<file path="config.mk">
export PLATFORM = sky130hd
export DESIGN_NAME = float_add_sub_align_sequencer
export DESIGN_NICKNAME = d
export VERILOG_FILES = /design/src/fadd_pkg.sv /design/src/float_add_sub_align_sequencer.sv
export SDC_FILE = /design/constraint.sdc
export NUM_CORES = 1
export LEC_CHECK = 0
export ABC_AREA = 1
export BUFFER_PORTS_ARGS = -buffer_cell sky130_fd_sc_hd__buf_2
export CAP_MARGIN = 20
export CELL_PAD_IN_SITES_DETAIL_PLACEMENT = 0
export CELL_PAD_IN_SITES_GLOBAL_PLACEMENT = 2
export CORE_MARGIN = 2
export CORE_UTILIZATION = 38
export DETAILED_ROUTE_END_ITERATION = 10
export PLACE_DENSITY_LB_ADDON = 0.05
export REMOVE_ABC_BUFFERS = 1
export SETUP_SLACK_MARGIN = 0.05
export SYNTH_ARGS = -nofsm -noshare
export SYNTH_HDL_FRONTEND = slang
export SYNTH_SLANG_ARGS = --single-unit
</file>
<file path="constraint.sdc">
create_clock -name mclk_i -period 9.72 [get_ports mclk_i]
set_input_delay 0.972 -clock mclk_i [delete_from_list [all_inputs] [get_ports mclk_i]]
set_output_delay 0.972 -clock mclk_i [all_outputs]
set_load 0.05 [all_outputs]
</file>
<file path="src/fadd_pkg.sv">
// Shared constants, register map and sequencer states of the float add/subtract block
package fadd_pkg;
    // Register byte offsets on the Avalon-MM slave
    localparam logic [4:0] OFS_CTRL = 5'h00;
    localparam logic [4:0] OFS_STATUS = 5'h04;
    localparam logic [4:0] OFS_EXP = 5'h08;
    localparam logic [4:0] OFS_FRAC_LO = 5'h0C;
    localparam logic [4:0] OFS_FRAC_HI = 5'h10;
    // Control and status field positions
    localparam int CTRL_START_BIT = 0;
    localparam int CTRL_SUB_BIT = 1;
    localparam int STAT_BUSY_BIT = 0;
    localparam int STAT_IRQ_BIT = 1;
    localparam int STAT_CARRY_BIT = 2;
    localparam int STAT_SIGN_BIT = 3;
    // Operand word layout: sign, excess-128 exponent, high fraction field
    localparam int WORD_SIGN_BIT = 15;
    localparam int WORD_EXP_MSB = 14;
    localparam int WORD_EXP_LSB = 7;
    localparam int WORD_HFRAC_MSB = 6;
    // Fraction register layout: bit 47 sign/overflow, bit 46 normalized one
    localparam int FRAC_W = 48;
    localparam int FRAC_SIGN_BIT = 47;
    localparam int FRAC_NORM_BIT = 46;
    localparam int MULQ_HIGH_LSB = 40;
    localparam int MULQ_LOW_LSB = 24;
    localparam int EXP_W = 8;
    // Alignment limit and its twos complement, used as a carry test
    localparam logic [7:0] ALIGN_LIMIT = 8'h17;
    localparam logic [7:0] ALIGN_LIMIT_NEG = 8'hE9;
    localparam logic [7:0] EXP_MAX = 8'hFF;
    localparam logic [31:0] RESET_WORD = 32'h0000_0000;
    // Microsequence steps
    typedef enum logic [4:0] {
        ST_IDLE = 5'h00, ST_FETCH = 5'h01, ST_CMP = 5'h02, ST_NEG = 5'h03,
        ST_LRG3 = 5'h04, ST_LRG4 = 5'h05, ST_SKIP = 5'h06, ST_ALIGN = 5'h07,
        ST_SUB = 5'h08, ST_NORM = 5'h09, ST_FIN = 5'h0A, ST_UFL = 5'h0B,
        ST_NL3 = 5'h0C, ST_NL4 = 5'h0D, ST_ADD6 = 5'h0E, ST_ADD7 = 5'h0F,
        ST_ADD8 = 5'h10, ST_OFL = 5'h11, ST_ZERO = 5'h12
    } seq_state_e;
endpackage

</file>
<file path="src/float_add_sub_align_sequencer.sv">
// Microsequenced single-precision float add/subtract datapath with Avalon-MM registers
`timescale 1ns/10ps

// How it works
// (RULE1) First step loads high fraction, sign into new-sign
// (RULE2) Exponent difference to shift counter, carry when nonnegative
// (RULE3) Compare step clears the constant register
// (RULE4) Next step negates count when carry was low
// (RULE5) Same subtraction always tests count for zero
// (RULE6) Second step waits for word two, then releases host
// (RULE7) Carry set at compare selects not-larger path
// (RULE8) Larger path loads word two, tests count against 23
// (RULE9) New fraction into A, swap sign flags
// (RULE10) Exponent plus count gives larger exponent
// (RULE11) Difference of 23 or more copies A to B
// (RULE12) Align B right, one shift per clock
// (RULE13) Equal signs add, different signs subtract
// (RULE14) Subtract A minus B, normalize, copy to B
// (RULE15) Normalization underflow zeroes result, sets interrupt flag
// (RULE16) Not-larger path moves mul-quot to B, clears zero
// (RULE17) Not-larger path aligns with zero flag frozen
// (RULE18) Add into A and B, test exponent overflow
// (RULE19) Sign-bit overflow shifts right, increments exponent
// (RULE20) Exponent overflow loads maximum, sets interrupt flag
// (RULE21) Normalize until bit 46 set, decrement exponent
// (RULE22) Fraction registers are 48 bits wide
// (RULE23) Operation starts by fetching the first word
module float_add_sub_align_sequencer
    import fadd_pkg::*;
(
    // Clock and reset
    input wire logic mclk_i,
    input wire logic sys_rst_i,
    // Avalon-MM slave
    input wire logic [4:0] avs_address_i,
    input wire logic avs_read_i,
    input wire logic avs_write_i,
    input wire logic [3:0] avs_byteenable_i,
    input wire logic [31:0] avs_writedata_i,
    output logic [31:0] avs_readdata_o,
    output logic avs_waitrequest_o,
    // Operand memory access and host hand-back
    output logic mem_req_o,
    input wire logic mem_ack_i,
    input wire logic [15:0] mem_data_i,
    output logic host_release_o
);

    ////////////////////////////////////////////////////////////////////////////
    // Storage
    seq_state_e state;
    seq_state_e next_state;
    logic [FRAC_W-1:0] a_reg; // [RULE22]
    logic [FRAC_W-1:0] b_reg;
    logic [FRAC_W-1:0] mul_quot_reg;
    logic [FRAC_W-1:0] constant_reg;
    logic [EXP_W-1:0] exp_reg;
    logic [EXP_W-1:0] shift_counter;
    logic [15:0] data_latch;
    logic exp_carry_flag;
    logic new_sign_flag;
    logic result_sign_flag;
    logic zero_flag;
    logic zero_hold;
    logic op_sub;
    logic irq_flag;

    // Merge write data into a register under byte enables
    function automatic logic [31:0] be_merge(input logic [31:0] old_v,
                                             input logic [31:0] new_v,
                                             input logic [3:0] be);
        logic [31:0] r;
        r = old_v;
        for (int i = 0; i < 4; i++) begin
            if (be[i]) begin
                r[i*8 +: 8] = new_v[i*8 +: 8];
            end
        end
        return r;
    endfunction

    ////////////////////////////////////////////////////////////////////////////
    // Bus decode
    wire bus_req = avs_read_i | avs_write_i;
    wire bus_take = bus_req & ~avs_waitrequest_o;
    wire wr_take = bus_take & avs_write_i;
    wire busy = (state != ST_IDLE);
    wire wr_ctrl = wr_take & (avs_address_i == OFS_CTRL);
    wire wr_status = wr_take & (avs_address_i == OFS_STATUS);
    // Bus writes to the operand registers are ignored while a sequence runs
    wire wr_exp = wr_take & (avs_address_i == OFS_EXP) & ~busy;
    wire wr_flo = wr_take & (avs_address_i == OFS_FRAC_LO) & ~busy;
    wire wr_fhi = wr_take & (avs_address_i == OFS_FRAC_HI) & ~busy;
    wire [31:0] ctrl_word = be_merge(RESET_WORD, avs_writedata_i, avs_byteenable_i);
    wire start_req = wr_ctrl & ctrl_word[CTRL_START_BIT] & ~busy;
    wire irq_clear = wr_status & ctrl_word[STAT_IRQ_BIT];
    wire [31:0] frac_lo_new = be_merge(a_reg[31:0], avs_writedata_i, avs_byteenable_i);
    wire [31:0] frac_hi_new = be_merge({16'h0000, a_reg[47:32]}, avs_writedata_i,
                                       avs_byteenable_i);
    wire [31:0] exp_new = be_merge({24'h000000, exp_reg}, avs_writedata_i, avs_byteenable_i);
    wire [31:0] status_word = {28'h0000000, result_sign_flag, exp_carry_flag, irq_flag, busy};
    logic [31:0] rd_mux;

    // Read selection; unmapped offsets read as zero
    always_comb begin
        case (avs_address_i)
            OFS_CTRL: rd_mux = {30'h0, op_sub, busy};
            OFS_STATUS: rd_mux = status_word;
            OFS_EXP: rd_mux = {24'h000000, exp_reg};
            OFS_FRAC_LO: rd_mux = a_reg[31:0];
            OFS_FRAC_HI: rd_mux = {16'h0000, a_reg[47:32]};
            default: rd_mux = RESET_WORD;
        endcase
    end

    // One wait cycle per access; waitrequest drops for the completing edge only
    always_ff @(posedge mclk_i or posedge sys_rst_i) begin
        if (sys_rst_i) begin
            avs_waitrequest_o <= 1'b1;
            avs_readdata_o <= RESET_WORD;
        end else begin
            avs_waitrequest_o <= ~(bus_req & avs_waitrequest_o);
            avs_readdata_o <= rd_mux;
        end
    end

    ////////////////////////////////////////////////////////////////////////////
    // Datapath terms
    wire [EXP_W-1:0] dl_exp = data_latch[WORD_EXP_MSB:WORD_EXP_LSB];
    wire [EXP_W:0] cmp_diff = {1'b0, exp_reg} - {1'b0, dl_exp};
    wire [EXP_W:0] limit_sum = {1'b0, shift_counter} + {1'b0, ALIGN_LIMIT_NEG};
    wire count_ge_limit = limit_sum[EXP_W]; // Carry means count >= 23
    wire [EXP_W-1:0] count_neg = 8'h00 - shift_counter;
    wire count_zero = (shift_counter == 8'h00);
    wire [EXP_W:0] exp_inc = {1'b0, exp_reg} + 9'h001;
    wire [FRAC_W-1:0] sum_ab = a_reg + b_reg;
    wire [FRAC_W-1:0] diff_ab = a_reg - b_reg;
    wire diff_neg = diff_ab[FRAC_SIGN_BIT];
    wire [FRAC_W-1:0] diff_mag = diff_neg ? (48'h0 - diff_ab) : diff_ab;
    wire signs_equal = (new_sign_flag == result_sign_flag);
    wire need_lshift = ~a_reg[FRAC_NORM_BIT];
    wire exp_at_floor = (exp_reg == 8'h00);

    ////////////////////////////////////////////////////////////////////////////
    // Next step selection
    always_comb begin
        case (state)
            ST_IDLE: next_state = start_req ? ST_FETCH : ST_IDLE; // [RULE23]
            ST_FETCH: next_state = mem_ack_i ? ST_CMP : ST_FETCH;
            ST_CMP: next_state = ST_NEG;
            // Branch uses the carry of the compare, not the zero test result
            ST_NEG: begin
                if (!mem_ack_i) begin
                    next_state = ST_NEG; // [RULE6]
                end else begin
                    next_state = exp_carry_flag ? ST_NL3 : ST_LRG3; // [RULE7]
                end
            end
            ST_LRG3: next_state = ST_LRG4;
            ST_LRG4: next_state = exp_carry_flag ? ST_SKIP : ST_ALIGN; // [RULE11]
            ST_NL3: next_state = ST_NL4;
            ST_NL4: next_state = exp_carry_flag ? ST_SKIP : ST_ALIGN;
            ST_ALIGN: begin
                if (!count_zero) begin
                    next_state = ST_ALIGN; // [RULE12]
                end else begin
                    next_state = signs_equal ? ST_ADD6 : ST_SUB; // [RULE13] [RULE17]
                end
            end
            ST_SUB: next_state = (diff_ab == 48'h0) ? ST_ZERO : ST_NORM;
            ST_NORM: next_state = (need_lshift && !exp_at_floor) ? ST_NORM : ST_FIN;
            ST_FIN: next_state = exp_carry_flag ? ST_UFL : ST_IDLE; // [RULE15]
            ST_ADD6: next_state = ST_ADD7;
            ST_ADD7: next_state = (a_reg[FRAC_SIGN_BIT] | zero_flag) ? ST_ADD8 : ST_IDLE;
            ST_ADD8: next_state = exp_carry_flag ? ST_OFL : ST_IDLE; // [RULE19]
            default: next_state = ST_IDLE;
        endcase
    end

    // Sequencer state, memory request and host release
    always_ff @(posedge mclk_i or posedge sys_rst_i) begin
        if (sys_rst_i) begin
            state <= ST_IDLE;
            mem_req_o <= 1'b0;
            host_release_o <= 1'b0;
            data_latch <= 16'h0000;
        end else begin
            state <= next_state;
            mem_req_o <= (next_state == ST_FETCH) | (next_state == ST_NEG);
            host_release_o <= (state == ST_NEG) & mem_ack_i; // [RULE6]
            if (mem_req_o && mem_ack_i) begin
                data_latch <= mem_data_i;
            end
        end
    end

    ////////////////////////////////////////////////////////////////////////////
    // Control flags; a new interrupt event wins over a software clear
    wire irq_event = (state == ST_UFL) | (state == ST_OFL);
    always_ff @(posedge mclk_i or posedge sys_rst_i) begin
        if (sys_rst_i) begin
            irq_flag <= 1'b0;
            op_sub <= 1'b0;
        end else begin
            irq_flag <= irq_event | (irq_flag & ~irq_clear); // [RULE15] [RULE20]
            if (start_req) begin
                op_sub <= ctrl_word[CTRL_SUB_BIT];
            end
        end
    end

    // Shift counter and exponent-carry flag
    always_ff @(posedge mclk_i or posedge sys_rst_i) begin
        if (sys_rst_i) begin
            shift_counter <= 8'h00;
            exp_carry_flag <= 1'b0;
        end else begin
            case (state)
                ST_CMP: begin
                    shift_counter <= cmp_diff[EXP_W-1:0]; // [RULE2]
                    exp_carry_flag <= ~cmp_diff[EXP_W];
                end
                ST_NEG: begin
                    if (mem_ack_i) begin
                        if (!exp_carry_flag) begin
                            shift_counter <= count_neg; // [RULE4]
                        end
                        exp_carry_flag <= count_zero; // [RULE5]
                    end
                end
                ST_LRG3, ST_NL3: exp_carry_flag <= count_ge_limit; // [RULE8]
                ST_ALIGN: begin
                    if (!count_zero) begin
                        shift_counter <= shift_counter - 8'h01; // [RULE12]
                    end
                end
                ST_SUB: exp_carry_flag <= 1'b0;
                ST_NORM: exp_carry_flag <= need_lshift & exp_at_floor; // [RULE15]
                ST_ADD7: exp_carry_flag <= exp_inc[EXP_W]; // [RULE18]
                default: exp_carry_flag <= exp_carry_flag;
            endcase
        end
    end

    // Sign and zero flags
    always_ff @(posedge mclk_i or posedge sys_rst_i) begin
        if (sys_rst_i) begin
            new_sign_flag <= 1'b0;
            result_sign_flag <= 1'b0;
            zero_flag <= 1'b0;
            zero_hold <= 1'b0;
        end else begin
            if (state == ST_CMP) begin
                new_sign_flag <= data_latch[WORD_SIGN_BIT] ^ op_sub; // [RULE1]
                zero_hold <= 1'b0;
            end else if (state == ST_LRG4) begin
                new_sign_flag <= result_sign_flag; // [RULE9]
                result_sign_flag <= new_sign_flag;
            end else if (state == ST_NL4) begin
                zero_flag <= 1'b0; // [RULE16]
                zero_hold <= 1'b1; // [RULE17]
            end else if (state == ST_SUB && diff_neg) begin
                result_sign_flag <= ~result_sign_flag;
            end else if (state == ST_ZERO) begin
                result_sign_flag <= 1'b0;
            end else if (state == ST_ADD6 && !zero_hold) begin
                zero_flag <= (sum_ab == 48'h0);
            end else if (wr_status) begin
                result_sign_flag <= ctrl_word[STAT_SIGN_BIT];
            end
        end
    end

    ////////////////////////////////////////////////////////////////////////////
    // Fraction and exponent registers
    always_ff @(posedge mclk_i or posedge sys_rst_i) begin
        if (sys_rst_i) begin
            a_reg <= 48'h0;
            b_reg <= 48'h0;
            mul_quot_reg <= 48'h0;
            constant_reg <= 48'h0;
            exp_reg <= 8'h00;
        end else begin
            case (state)
                ST_IDLE: begin
                    if (wr_flo) begin
                        a_reg[31:0] <= frac_lo_new;
                        b_reg[31:0] <= frac_lo_new;
                    end
                    if (wr_fhi) begin
                        a_reg[47:32] <= frac_hi_new[15:0];
                        b_reg[47:32] <= frac_hi_new[15:0];
                    end
                    if (wr_exp) begin
                        exp_reg <= exp_new[EXP_W-1:0];
                    end
                end
                ST_CMP: begin
                    mul_quot_reg <= {1'b0, data_latch[WORD_HFRAC_MSB:0], 40'h0}; // [RULE1]
                    constant_reg <= 48'h0; // [RULE3]
                end
                ST_LRG3, ST_NL3: mul_quot_reg[MULQ_HIGH_LSB-1:MULQ_LOW_LSB] <= data_latch; // [RULE8]
                ST_LRG4: begin
                    a_reg <= mul_quot_reg; // [RULE9]
                    exp_reg <= exp_reg + shift_counter; // [RULE10]
                end
                ST_NL4: b_reg <= mul_quot_reg; // [RULE16]
                ST_SKIP: b_reg <= a_reg; // [RULE11]
                ST_ALIGN: begin
                    if (!count_zero) begin
                        b_reg <= b_reg >> 1; // [RULE12]
                    end
                end
                ST_SUB: a_reg <= diff_mag; // [RULE14]
                ST_NORM: begin
                    if (need_lshift && !exp_at_floor) begin
                        a_reg <= a_reg << 1; // [RULE21]
                        exp_reg <= exp_reg - 8'h01;
                    end
                end
                ST_FIN: b_reg <= a_reg; // [RULE14]
                ST_ADD6: begin
                    a_reg <= sum_ab; // [RULE18]
                    b_reg <= sum_ab;
                end
                ST_ADD8: begin
                    a_reg <= a_reg >> 1; // [RULE19]
                    b_reg <= b_reg >> 1;
                    exp_reg <= exp_inc[EXP_W-1:0];
                    constant_reg <= 48'h8000_0000_0000;
                end
                ST_OFL: begin
                    a_reg <= constant_reg - 48'h1; // [RULE20]
                    b_reg <= constant_reg - 48'h1;
                    exp_reg <= EXP_MAX;
                end
                ST_UFL, ST_ZERO: begin
                    a_reg <= 48'h0; // [RULE15]
                    b_reg <= 48'h0;
                    exp_reg <= 8'h00;
                end
                default: exp_reg <= exp_reg;
            endcase
        end
    end
endmodule

</file>
# Word level (Yosys, flattened, before mapping)
# Index checks and enable logic that the tools add are counted.
[op_classes]
addsub = 11
mul = 0
div_mod_pow = 0
order_cmp = 0
eq_ne = 38
shift = 0
mux = 55
bitwise_logic = 32
reduce_logical = 38
[op_table]
columns = ["op", "n"]
rows = [
  ["case mux 48 bit (8 select lines)", 2],
  ["case mux 32 bit (5 select lines)", 1],
  ["two-way mux 48 bit", 3],
  ["zero test 48 bit", 2],
  ["two-way mux 8 bit", 12],
  ["case mux 48 bit (2 select lines)", 1],
  ["case mux 5 bit (14 select lines)", 1],
  ["== test 5 x 4 -> 1 bit, second input constant", 10],
  ["adder 48 bit", 1],
  ["case mux 8 bit (6 select lines)", 1],
  ["subtractor 1 x 48 -> 48 bit, first input constant", 1],
  ["subtractor 48 x 1 -> 48 bit, second input constant", 1],
  ["subtractor 48 bit", 1],
  ["two-way mux 32 bit", 1],
  ["case mux 16 bit (2 select lines)", 1],
  ["== test 5 x 3 -> 1 bit, second input constant", 5],
  ["inequality test 2 bit, second input constant", 12],
  ["case mux 8 bit (3 select lines)", 1],
  ["== test 5 bit, second input constant", 4],
  ["two-way mux 4 bit", 5],
  ["two-way mux 1 bit", 18],
  ["bitwise AND 1 bit", 17],
  ["zero test 8 bit", 2],
  ["two-way mux 16 bit", 1],
  ["other kinds (31)", 70],
]
[totals]
register_bits = 246
latchBits = 0
mem_bits_rw = 0
rom_bits = 0
inputBits = 62
n_memories = 0

# Longest topological paths before layout
# Gate-level depths: netlist of run 1.
[logic_depth]
depth_word = 10
ltp_mapped = 27
mapped_depth_nobuf = 26

# Worst setup path after synthesis of run 1
# OpenSTA, ideal clock, no wires.
[synth_path]
kind = "register -> register"
start = "reg state[4]"
end = "reg exp_reg[7]"
setup_ns = 0.130
t_arrival_ns = 2.953
t_required_ns = 9.590
slack_ns = 6.637
stages_incl_launch_ff = 23
n_path_buf = 2
synth_period_minus_slack_ns = 3.083
cell_sequence = "dfrtp_1 nor3_2 inv_1 nor2_2 inv_1 clkbuf_1 buf_1 nand2_1 ha_1 a21oi_1 and2_1 nor2_1 nor2_1 o21bai_1 inv_1 nor2_1 nor2_1 inv_1 a21oi_1 xor2_1 o21bai_1 o211ai_1 o21ai_0"
[synth_between]
elab_chain_len = 5
[synth_rtl]
columns = ["item", "line_no", "text"]
rows = [
  ["from (decl)", "float_add_sub_align_sequencer.sv:51", "seq_state_e state;"],
  ["from (signal assigned)", "float_add_sub_align_sequencer.sv:188", "state <= next_state;"],
  ["nonzero test 5 bit", "float_add_sub_align_sequencer.sv:87", "wire busy = (state != ST_IDLE);"],
  ["NOT 1 bit", "float_add_sub_align_sequencer.sv:91", "wire wr_exp = wr_take & (avs_address_i == OFS_EXP) & ~busy;"],
  ["bitwise AND 1 bit", "float_add_sub_align_sequencer.sv:91", ""],
  ["inequality test 2 bit (no source line)", "--", ""],
  ["AND reduction 4 bit (no source line)", "--", ""],
  ["to (signal assigned)", "float_add_sub_align_sequencer.sv:295", "exp_reg <= exp_new[EXP_W-1:0];"],
  ["to (signal assigned)", "float_add_sub_align_sequencer.sv:305", "exp_reg <= exp_reg + shift_counter;"],
  ["to (signal assigned)", "float_add_sub_align_sequencer.sv:318", "exp_reg <= exp_reg - 8'h01;"],
  ["to (decl)", "float_add_sub_align_sequencer.sv:57", "logic [EXP_W-1:0] exp_reg;"],
]
# Several ways; a longest one is shown, not always the timed one.
# A chain may end at the register's enable or synchronous reset.

# Worst setup path in the final report of run 1
[layout_path]
start = "reg state[2]"
end = "reg b_reg[21]"
[layout_between]
elab_chain_len = 5
[layout_rtl]
columns = ["item", "line_no", "text"]
rows = [
  ["parallel branches: the longest is 5 deep, another holds nonzero test 8 bit", "--", ""],
  ["to (signal assigned)", "float_add_sub_align_sequencer.sv:288", "b_reg[31:0] <= frac_lo_new;"],
  ["to (signal assigned)", "float_add_sub_align_sequencer.sv:307", "ST_NL4: b_reg <= mul_quot_reg;"],
  ["to (signal assigned)", "float_add_sub_align_sequencer.sv:308", "ST_SKIP: b_reg <= a_reg;"],
  ["to (decl)", "float_add_sub_align_sequencer.sv:54", "logic [FRAC_W-1:0] b_reg;"],
]
# Parallel ways; which one is timed is not known.

==> results of run 1 <==
## placed cells by master, fill, tap and decap left out, types with 27 or more instances in the layout
master   instances
a21oi_1        303
o22ai_1         79
inv_1          504
xor2_1          47
nand3_1        251
nor3_1          39
inv_2           41
o21ai_0        238
or2_2           28
nor2_1         345
nand4_1         37
nand2_1        850
nor2_2          27
buf_2           96
nand2_2         47
dfrtp_1        198
ha_1           114
## through the flow
step	std cells	hold WS [ps]	worst slack [ps]	utilization, %
finish	4325	485.2	4727	41.37
global route	4324	522.6	4646	41.37
CTS	4322	486.9	5040	41.27
detailed placement	4290	466.5	5067	40.19
global placement	4290	454.8	5101	40.19
floorplan	3418	442.2	3324	-
## cell families (layout without fill, tap and decap cells)
family	Yosys count	in the layout	share of synthesized area, %
simple gates	1699	1699	34.46
compound gates	791	791	20.75
buf+inv	685	705	12.73
flops	199	199	22.82
fa+ha+maj	118	118	6.900
xor+xnor	51	51	2.080
mux	5	5	0.2579
other cells	0	1	0
## cell type report
type,instances,area share [%]
multi-input cells,2664,60.19
flip-flops and latches,199,21.27
inverters,555,8.949
well taps,756,4.039
repair buffers,118,2.928
clock buffers,18,1.875
clock inverters,14,0.7373
diodes,1,0.01068
## worst max-delay path: cells and delay by family, from the launching register on
| kind | cells | cell delay, ps |
|---|---|---|
| flip-flops | 1 | 430 |
| AO/OA/AOI/OAI | 3 | 560 |
| buffers and inverters | 6 | 2680 |
| AND/OR/NAND/NOR | 6 | 1130 |
## metal layers
| metal | vias up | track usage, % | share of wire (%) |
|---|---|---|---|
| met5 | - | 0 | 0.020 |
| met4 | 4 | 21.20 | 6.4 |
| met1 | 12142 | 50.63 | 42 |
| met3 | 290 | 6.466 | 9.0 |
| met2 | 1442 | 56.14 | 42 |
| li1 | 11607 | - | - |
## Yosys cell counts, drive strengths merged
cell type / n / area [µm²]
a32oi: 1 / 8.760
o21ai: 254 / 1271
a31oi: 15 / 93.84
a22oi: 3 / 22.52
o41ai: 1 / 16.27
o311ai: 4 / 35.03
o211ai: 15 / 112.6
xor2: 48 / 427.9
clkbuf: 65 / 244.0
a41oi: 1 / 8.760
fa: 4 / 80.08
or2: 30 / 187.7
o21bai: 18 / 135.1
dfstp: 1 / 26.28
nor2: 385 / 1613
a2bb2oi: 1 / 8.760
xnor2: 3 / 26.28
a211oi: 8 / 60.06
o221ai: 10 / 87.58
nand3: 263 / 1379
buf: 65 / 447.9
clkinv: 7 / 28.78
a21boi: 6 / 45.04
o31ai: 5 / 37.54
a21o: 9 / 67.56
a221oi: 21 / 190.2
nor3b: 2 / 15.01
nand2: 911 / 3642
o21a: 4 / 30.03
nand4: 38 / 244.0
nor3: 44 / 245.2
dfrtp: 198 / 4955
nor4: 13 / 96.34
and3: 4 / 25.02
inv: 548 / 2059
o22ai: 79 / 494.2
a311oi: 1 / 8.760
ha: 114 / 1426
o2111ai: 20 / 175.2
a21oi: 315 / 1622
and2: 3 / 18.77
mux2: 5 / 56.30
nand3b: 6 / 57.56
## worst paths after layout
kind,startpoint,to,slack (ps),cells past startpoint
worst min register to register,avs_waitrequest_o,avs_waitrequest_o,490,1
worst max-delay path,state[2],b_reg[21],4730,15
min in group asynchronous,sys_rst_i,avs_readdata_o[14],520,2
worst max register to register,state[2],b_reg[21],4730,15
worst min-delay path,avs_waitrequest_o,avs_waitrequest_o,490,1
max in group asynchronous,sys_rst_i,b_reg[43],7930,3
==> impl_metrics.ini, run 1 <==
[layout]
fin_area_um2 = 23420
multi_input_area_um2 = 14100
drive_gt1_share_pct = 10.23
syn_to_final_growth_pct = 7.273
num-nets-final = 3735
final-seq-area_um2 = 4981
n_fill_cell = 6244

[timing]
skew_ps = 17.32
slew_headroom_pct = 25.63
maxSlewViolCount = 0
finalSetupTns_ps = 0
tightest_slew_ps = 1114
period_share_pct = 51.37
max_freq_mhz = 200.3
setup_viol = 0
hold_viol = 0
fin_crit_ps = 4993
rsz0062_at_grt = false

[detailed_routing]
viasPerCell = 5.892
first_pass_iters = 7
wirelength_mm = 112.8
vias = 25485
ant_nets = 0
drt_iter0_markers = 2976
drc = 0
wl_per_cell_um = 26.08

[setup_path]
crit_chain = nor2_1 -> nand3_1 -> buf_4 -> inv_1 -> buf_4 -> nor2_2 -> nand3_1 -> nor3_4 -> buf_4 -> inv_2 -> nand2_1 -> inv_2 -> o2111ai_1 -> o211ai_1 -> o21ai_0
start_kind = flop
slowest_stage = inv_2
critPathRequiredTime_ps = 10090
cp_data_arrival_time_ps = 5370
worstPathMaxFanout = 38
critical_path_class = flop to flop
cp-end-kind = flop
path_common_cell = buf_4
max_stage_delay_ps = 830

[clock_tree]
path_clk_slew_ps = 90
cts_num_sinks = 199
post_cts_buffers = 0
cts_tree = done
cts_made_buffers = 17
clock_latency_ps = 520
clk_path_buf_depth = 2
holdBufCountCts = 0
cts.repair.resized = 0
cts_root_buffer = clkbuf_16
h-tree-depth = 4

[global_route]
grt_pass1_vias = 24047
grt_pass1_wl_mm = 163.3
antenna_found_initial = 2
groute.usage.overall_pct = 37.43
overflow = 0
grt_max_degree = 72

[floorplan]
io_pins = 97
rows = 87
fp.dieW_um = 243.7
fp.dieArea_um2 = 59390
start_util_pct = 38.57
core_um2 = 56600
die_h_um = 243.7

[placed_design]
portBuffers = 96
hpwl_mm = 89.43
place_area_um2 = 22750
place_congestion = 1.009

[synthesis]
synth.avg_cell_area_um2 = 6.153
ys_seq_elements = 199
ys_warn_count = 0
syn_inst = 3548
ys_seq_area_share_pct = 22.82
ys_types = 66
syn_area_um2 = 21830

[run]
maxCapViolations = 0

[run_status]
outcome = finished clean

[worst_hold_path]
min_path_type = flop to flop
Power of run 1 is left out: the tool's default activity adds up to more than one toggle a clock period on the data nets, which glitch-free logic cannot reach.
==> inputs of run 2 (changes only) <==
--- a/config.mk
+++ b/config.mk
@@ -5,13 +5,13 @@
 export SDC_FILE = /design/constraint.sdc
 export NUM_CORES = 1
 export LEC_CHECK = 0
-export ABC_AREA = 1
+export ABC_AREA = 0
 export BUFFER_PORTS_ARGS = -buffer_cell sky130_fd_sc_hd__buf_2
 export CAP_MARGIN = 20
 export CELL_PAD_IN_SITES_DETAIL_PLACEMENT = 0
 export CELL_PAD_IN_SITES_GLOBAL_PLACEMENT = 2
 export CORE_MARGIN = 2
-export CORE_UTILIZATION = 38
+export CORE_UTILIZATION = 34
 export DETAILED_ROUTE_END_ITERATION = 10
 export PLACE_DENSITY_LB_ADDON = 0.05
 export REMOVE_ABC_BUFFERS = 1
==> constraint.sdc (replaced) <==
create_clock -name mclk_i -period 4.5 [get_ports mclk_i]
set_input_delay 0.45 -clock mclk_i [delete_from_list [all_inputs] [get_ports mclk_i]]
set_output_delay 0.45 -clock mclk_i [all_outputs]
set_load 0.05 [all_outputs]
==> impl_metrics.ini, run 2 <==
[placed_design]
dpl_worst_slack_ps = -105.9
place_congestion = 0.9850
portBuffers = 96
hpwl_mm = 80.98
place_area_um2 = 23080

[timing]
rsz0062_at_grt = true
setup_viol = 0
slew_headroom_pct = 19.59
fin_hold_ws_ps = 57.58
fin_crit_ps = 4396
period_share_pct = 97.69
tightest_slew_ps = 1202
fin_ws_ps = 103.8
hold_viol = 0
finalSetupTns_ps = 0
max_freq_mhz = 227.5
skew_ps = 20.89
maxSlewViolCount = 0

[clock_tree]
path_clk_slew_ps = 100
cts_num_sinks = 199
cts_tree = done
cts_root_buffer = clkbuf_16
clock_latency_ps = 530
h-tree-depth = 4
holdBufCountCts = 0
cts_made_buffers = 17
clk_path_buf_depth = 2

[detailed_routing]
dr.max_layer_used = met5
wl_met1_mm = 46.27
wl_per_cell_um = 28.74
drt_iter0_markers = 2678
wirelength_mm = 104.4
viasPerCell = 6.228
vias = 22613
wl_met2_mm = 46.51
first_pass_iters = 7
ant_nets = 0
drc = 0
wl_met3_mm = 6.913

[global_route]
overflow = 0
antenna_found_initial = 8
grt_pass1_wl_mm = 151.5
groute.usage.overall_pct = 34.25
grt_max_degree = 102
grt_pass1_vias = 22038

[synthesis]
synth_edf_count = 0
ys.flop_type = dfrtp_1
ys_seq_area_share_pct = 25.09
synthArstFlopShare_pct = 100.0
synth_top_area_share_pct = 24.96
syn_inst = 2592
ys_warn_count = 0
synth_top_cell_by_area = dfrtp_1
yosys.cell_count.top_type = nand2_1
synthTopCellsByCount = 291 x nand2_1, 221 x a21oi_1, 218 x nor2_1
syn_area_um2 = 19850
synth.avg_cell_area_um2 = 7.659
ys_seq_elements = 199
ys_top_cells_by_area = dfrtp_1 25%, ha_1 7.2%, a21oi_1 5.6%
ys_types = 101

[layout]
fin_area_um2 = 24050
n_antenna_cell = 0
num-nets-final = 3033
drive_gt1_share_pct = 20.41
layout_common_cells = 302 x buf_4, 290 x nand2_1, 216 x a21oi_1
n_fill_cell = 6096
final_common_cell = buf_4
syn_to_final_growth_pct = 21.13

[floorplan]
io_pins = 97
fp.dieW_um = 245.6
core_um2 = 57700
rows = 88
die_h_um = 245.6
fp.dieArea_um2 = 60340
start_util_pct = 34.41

[setup_path]
worstPathMaxFanout = 4
critical_path_class = flop to flop
start_kind = flop
reg2reg_depth = 16
reg2reg_setup_slack_ps = 100
cp_data_arrival_time_ps = 4840
crit_path_end = zero_flag
r2r_end = zero_flag
cp-end-kind = flop
critPathRequiredTime_ps = 4950
r2r-start = b_reg[15]
startpoint = b_reg[15]

[worst_hold_path]
hold_path_depth = 2
min_path_type = primary input to flop

[run]
maxCapViolations = 0

[run_status]
outcome = finished clean
## run 2: cell types whose count changed in the layout (fill, tap and decap cells not counted), sizes merged, moves of 57 or more
cell | previous run | this run
a21oi | 315 | 224
buf | 118 | 405
inv | 553 | 127
nand2 | 911 | 292
nand3 | 263 | 88
nor2 | 385 | 218
o21ai | 254 | 197
xnor2 | 3 | 95
## run 2: kinds of logic (layout without fill, tap and decap cells)
group,Yosys count,count (layout),synth area share [%]
and+or+nand+nor,893,893,21.67
xor gates and xnor gates,136,136,6.038
adders and majority gates,118,118,7.588
AOI/OAI and AO/OA,898,898,30.68
buffers and inverters,286,560,5.609
muxes,62,62,3.321
DFF,199,199,25.09
## run 2: what timing repair did
action / CTS / global route
buffers inserted: 0 / 2
pin swaps: 0 / 11
endpoints found under the hold margin: 0 / 0
resized for setup: 6 / 65
endpoints found under the setup margin: 11 / 50
## run 2: per-layer routing
layer	up-vias	global-route usage, %
li1	10205	-
met1	11184	47.33
met2	1015	53.11
met3	205	4.813
met4	4	14.80
met5	-	0
## run 2: final cells by class
type	count	area, µm²	share of cell area (%)
clock buffer	18	429.2	1.785
multi-input combinational	2107	14160	58.89
inverter	123	469.2	1.951
tap	765	957.2	3.980
timing repair buffer	405	2874	11.95
sequential	199	4982	20.72
clock inverter	14	173.9	0.7232
## run 2: critical path, stage by stage (launching register included)
cell and delay [ps]:
dfrtp_2 430, inv_1 60, ha_1 300, or4_4 580, or4_1 460, a211oi_2 240, o31ai_2 170, a21oi_1 230
buf_4 170, o21bai_1 100, o21ai_0 230, xnor2_1 240, a211o_1 420, nor4b_2 250, buf_4 160, nand4_1 110
o21ai_1 170
## run 2: worst min-delay path by stage
| stage | start | endpoint | slack (ps) |
|---|---|---|---|
| 5_1_grt | avs_read_i | avs_waitrequest_o | 60 |
| 6_report | avs_read_i | avs_waitrequest_o | 60 |
| 3_3_place_gp | avs_waitrequest_o | avs_waitrequest_o | 450 |
| 3_5_place_dp | avs_waitrequest_o | avs_waitrequest_o | 460 |
| 2_1_floorplan | constant_reg[47] | constant_reg[47] | 450 |
| 4_1_cts | avs_read_i | avs_waitrequest_o | 30 |
## run 2: through the flow
stage	util, %	instances
2_1_floorplan	-	2429
3_3_place_gp	39.99	3595
3_5_place_dp	40.01	3596
4_1_cts	41.10	3628
5_1_grt	41.68	3631
6_report	41.68	3631
Power of run 2 is left out for the same reason.
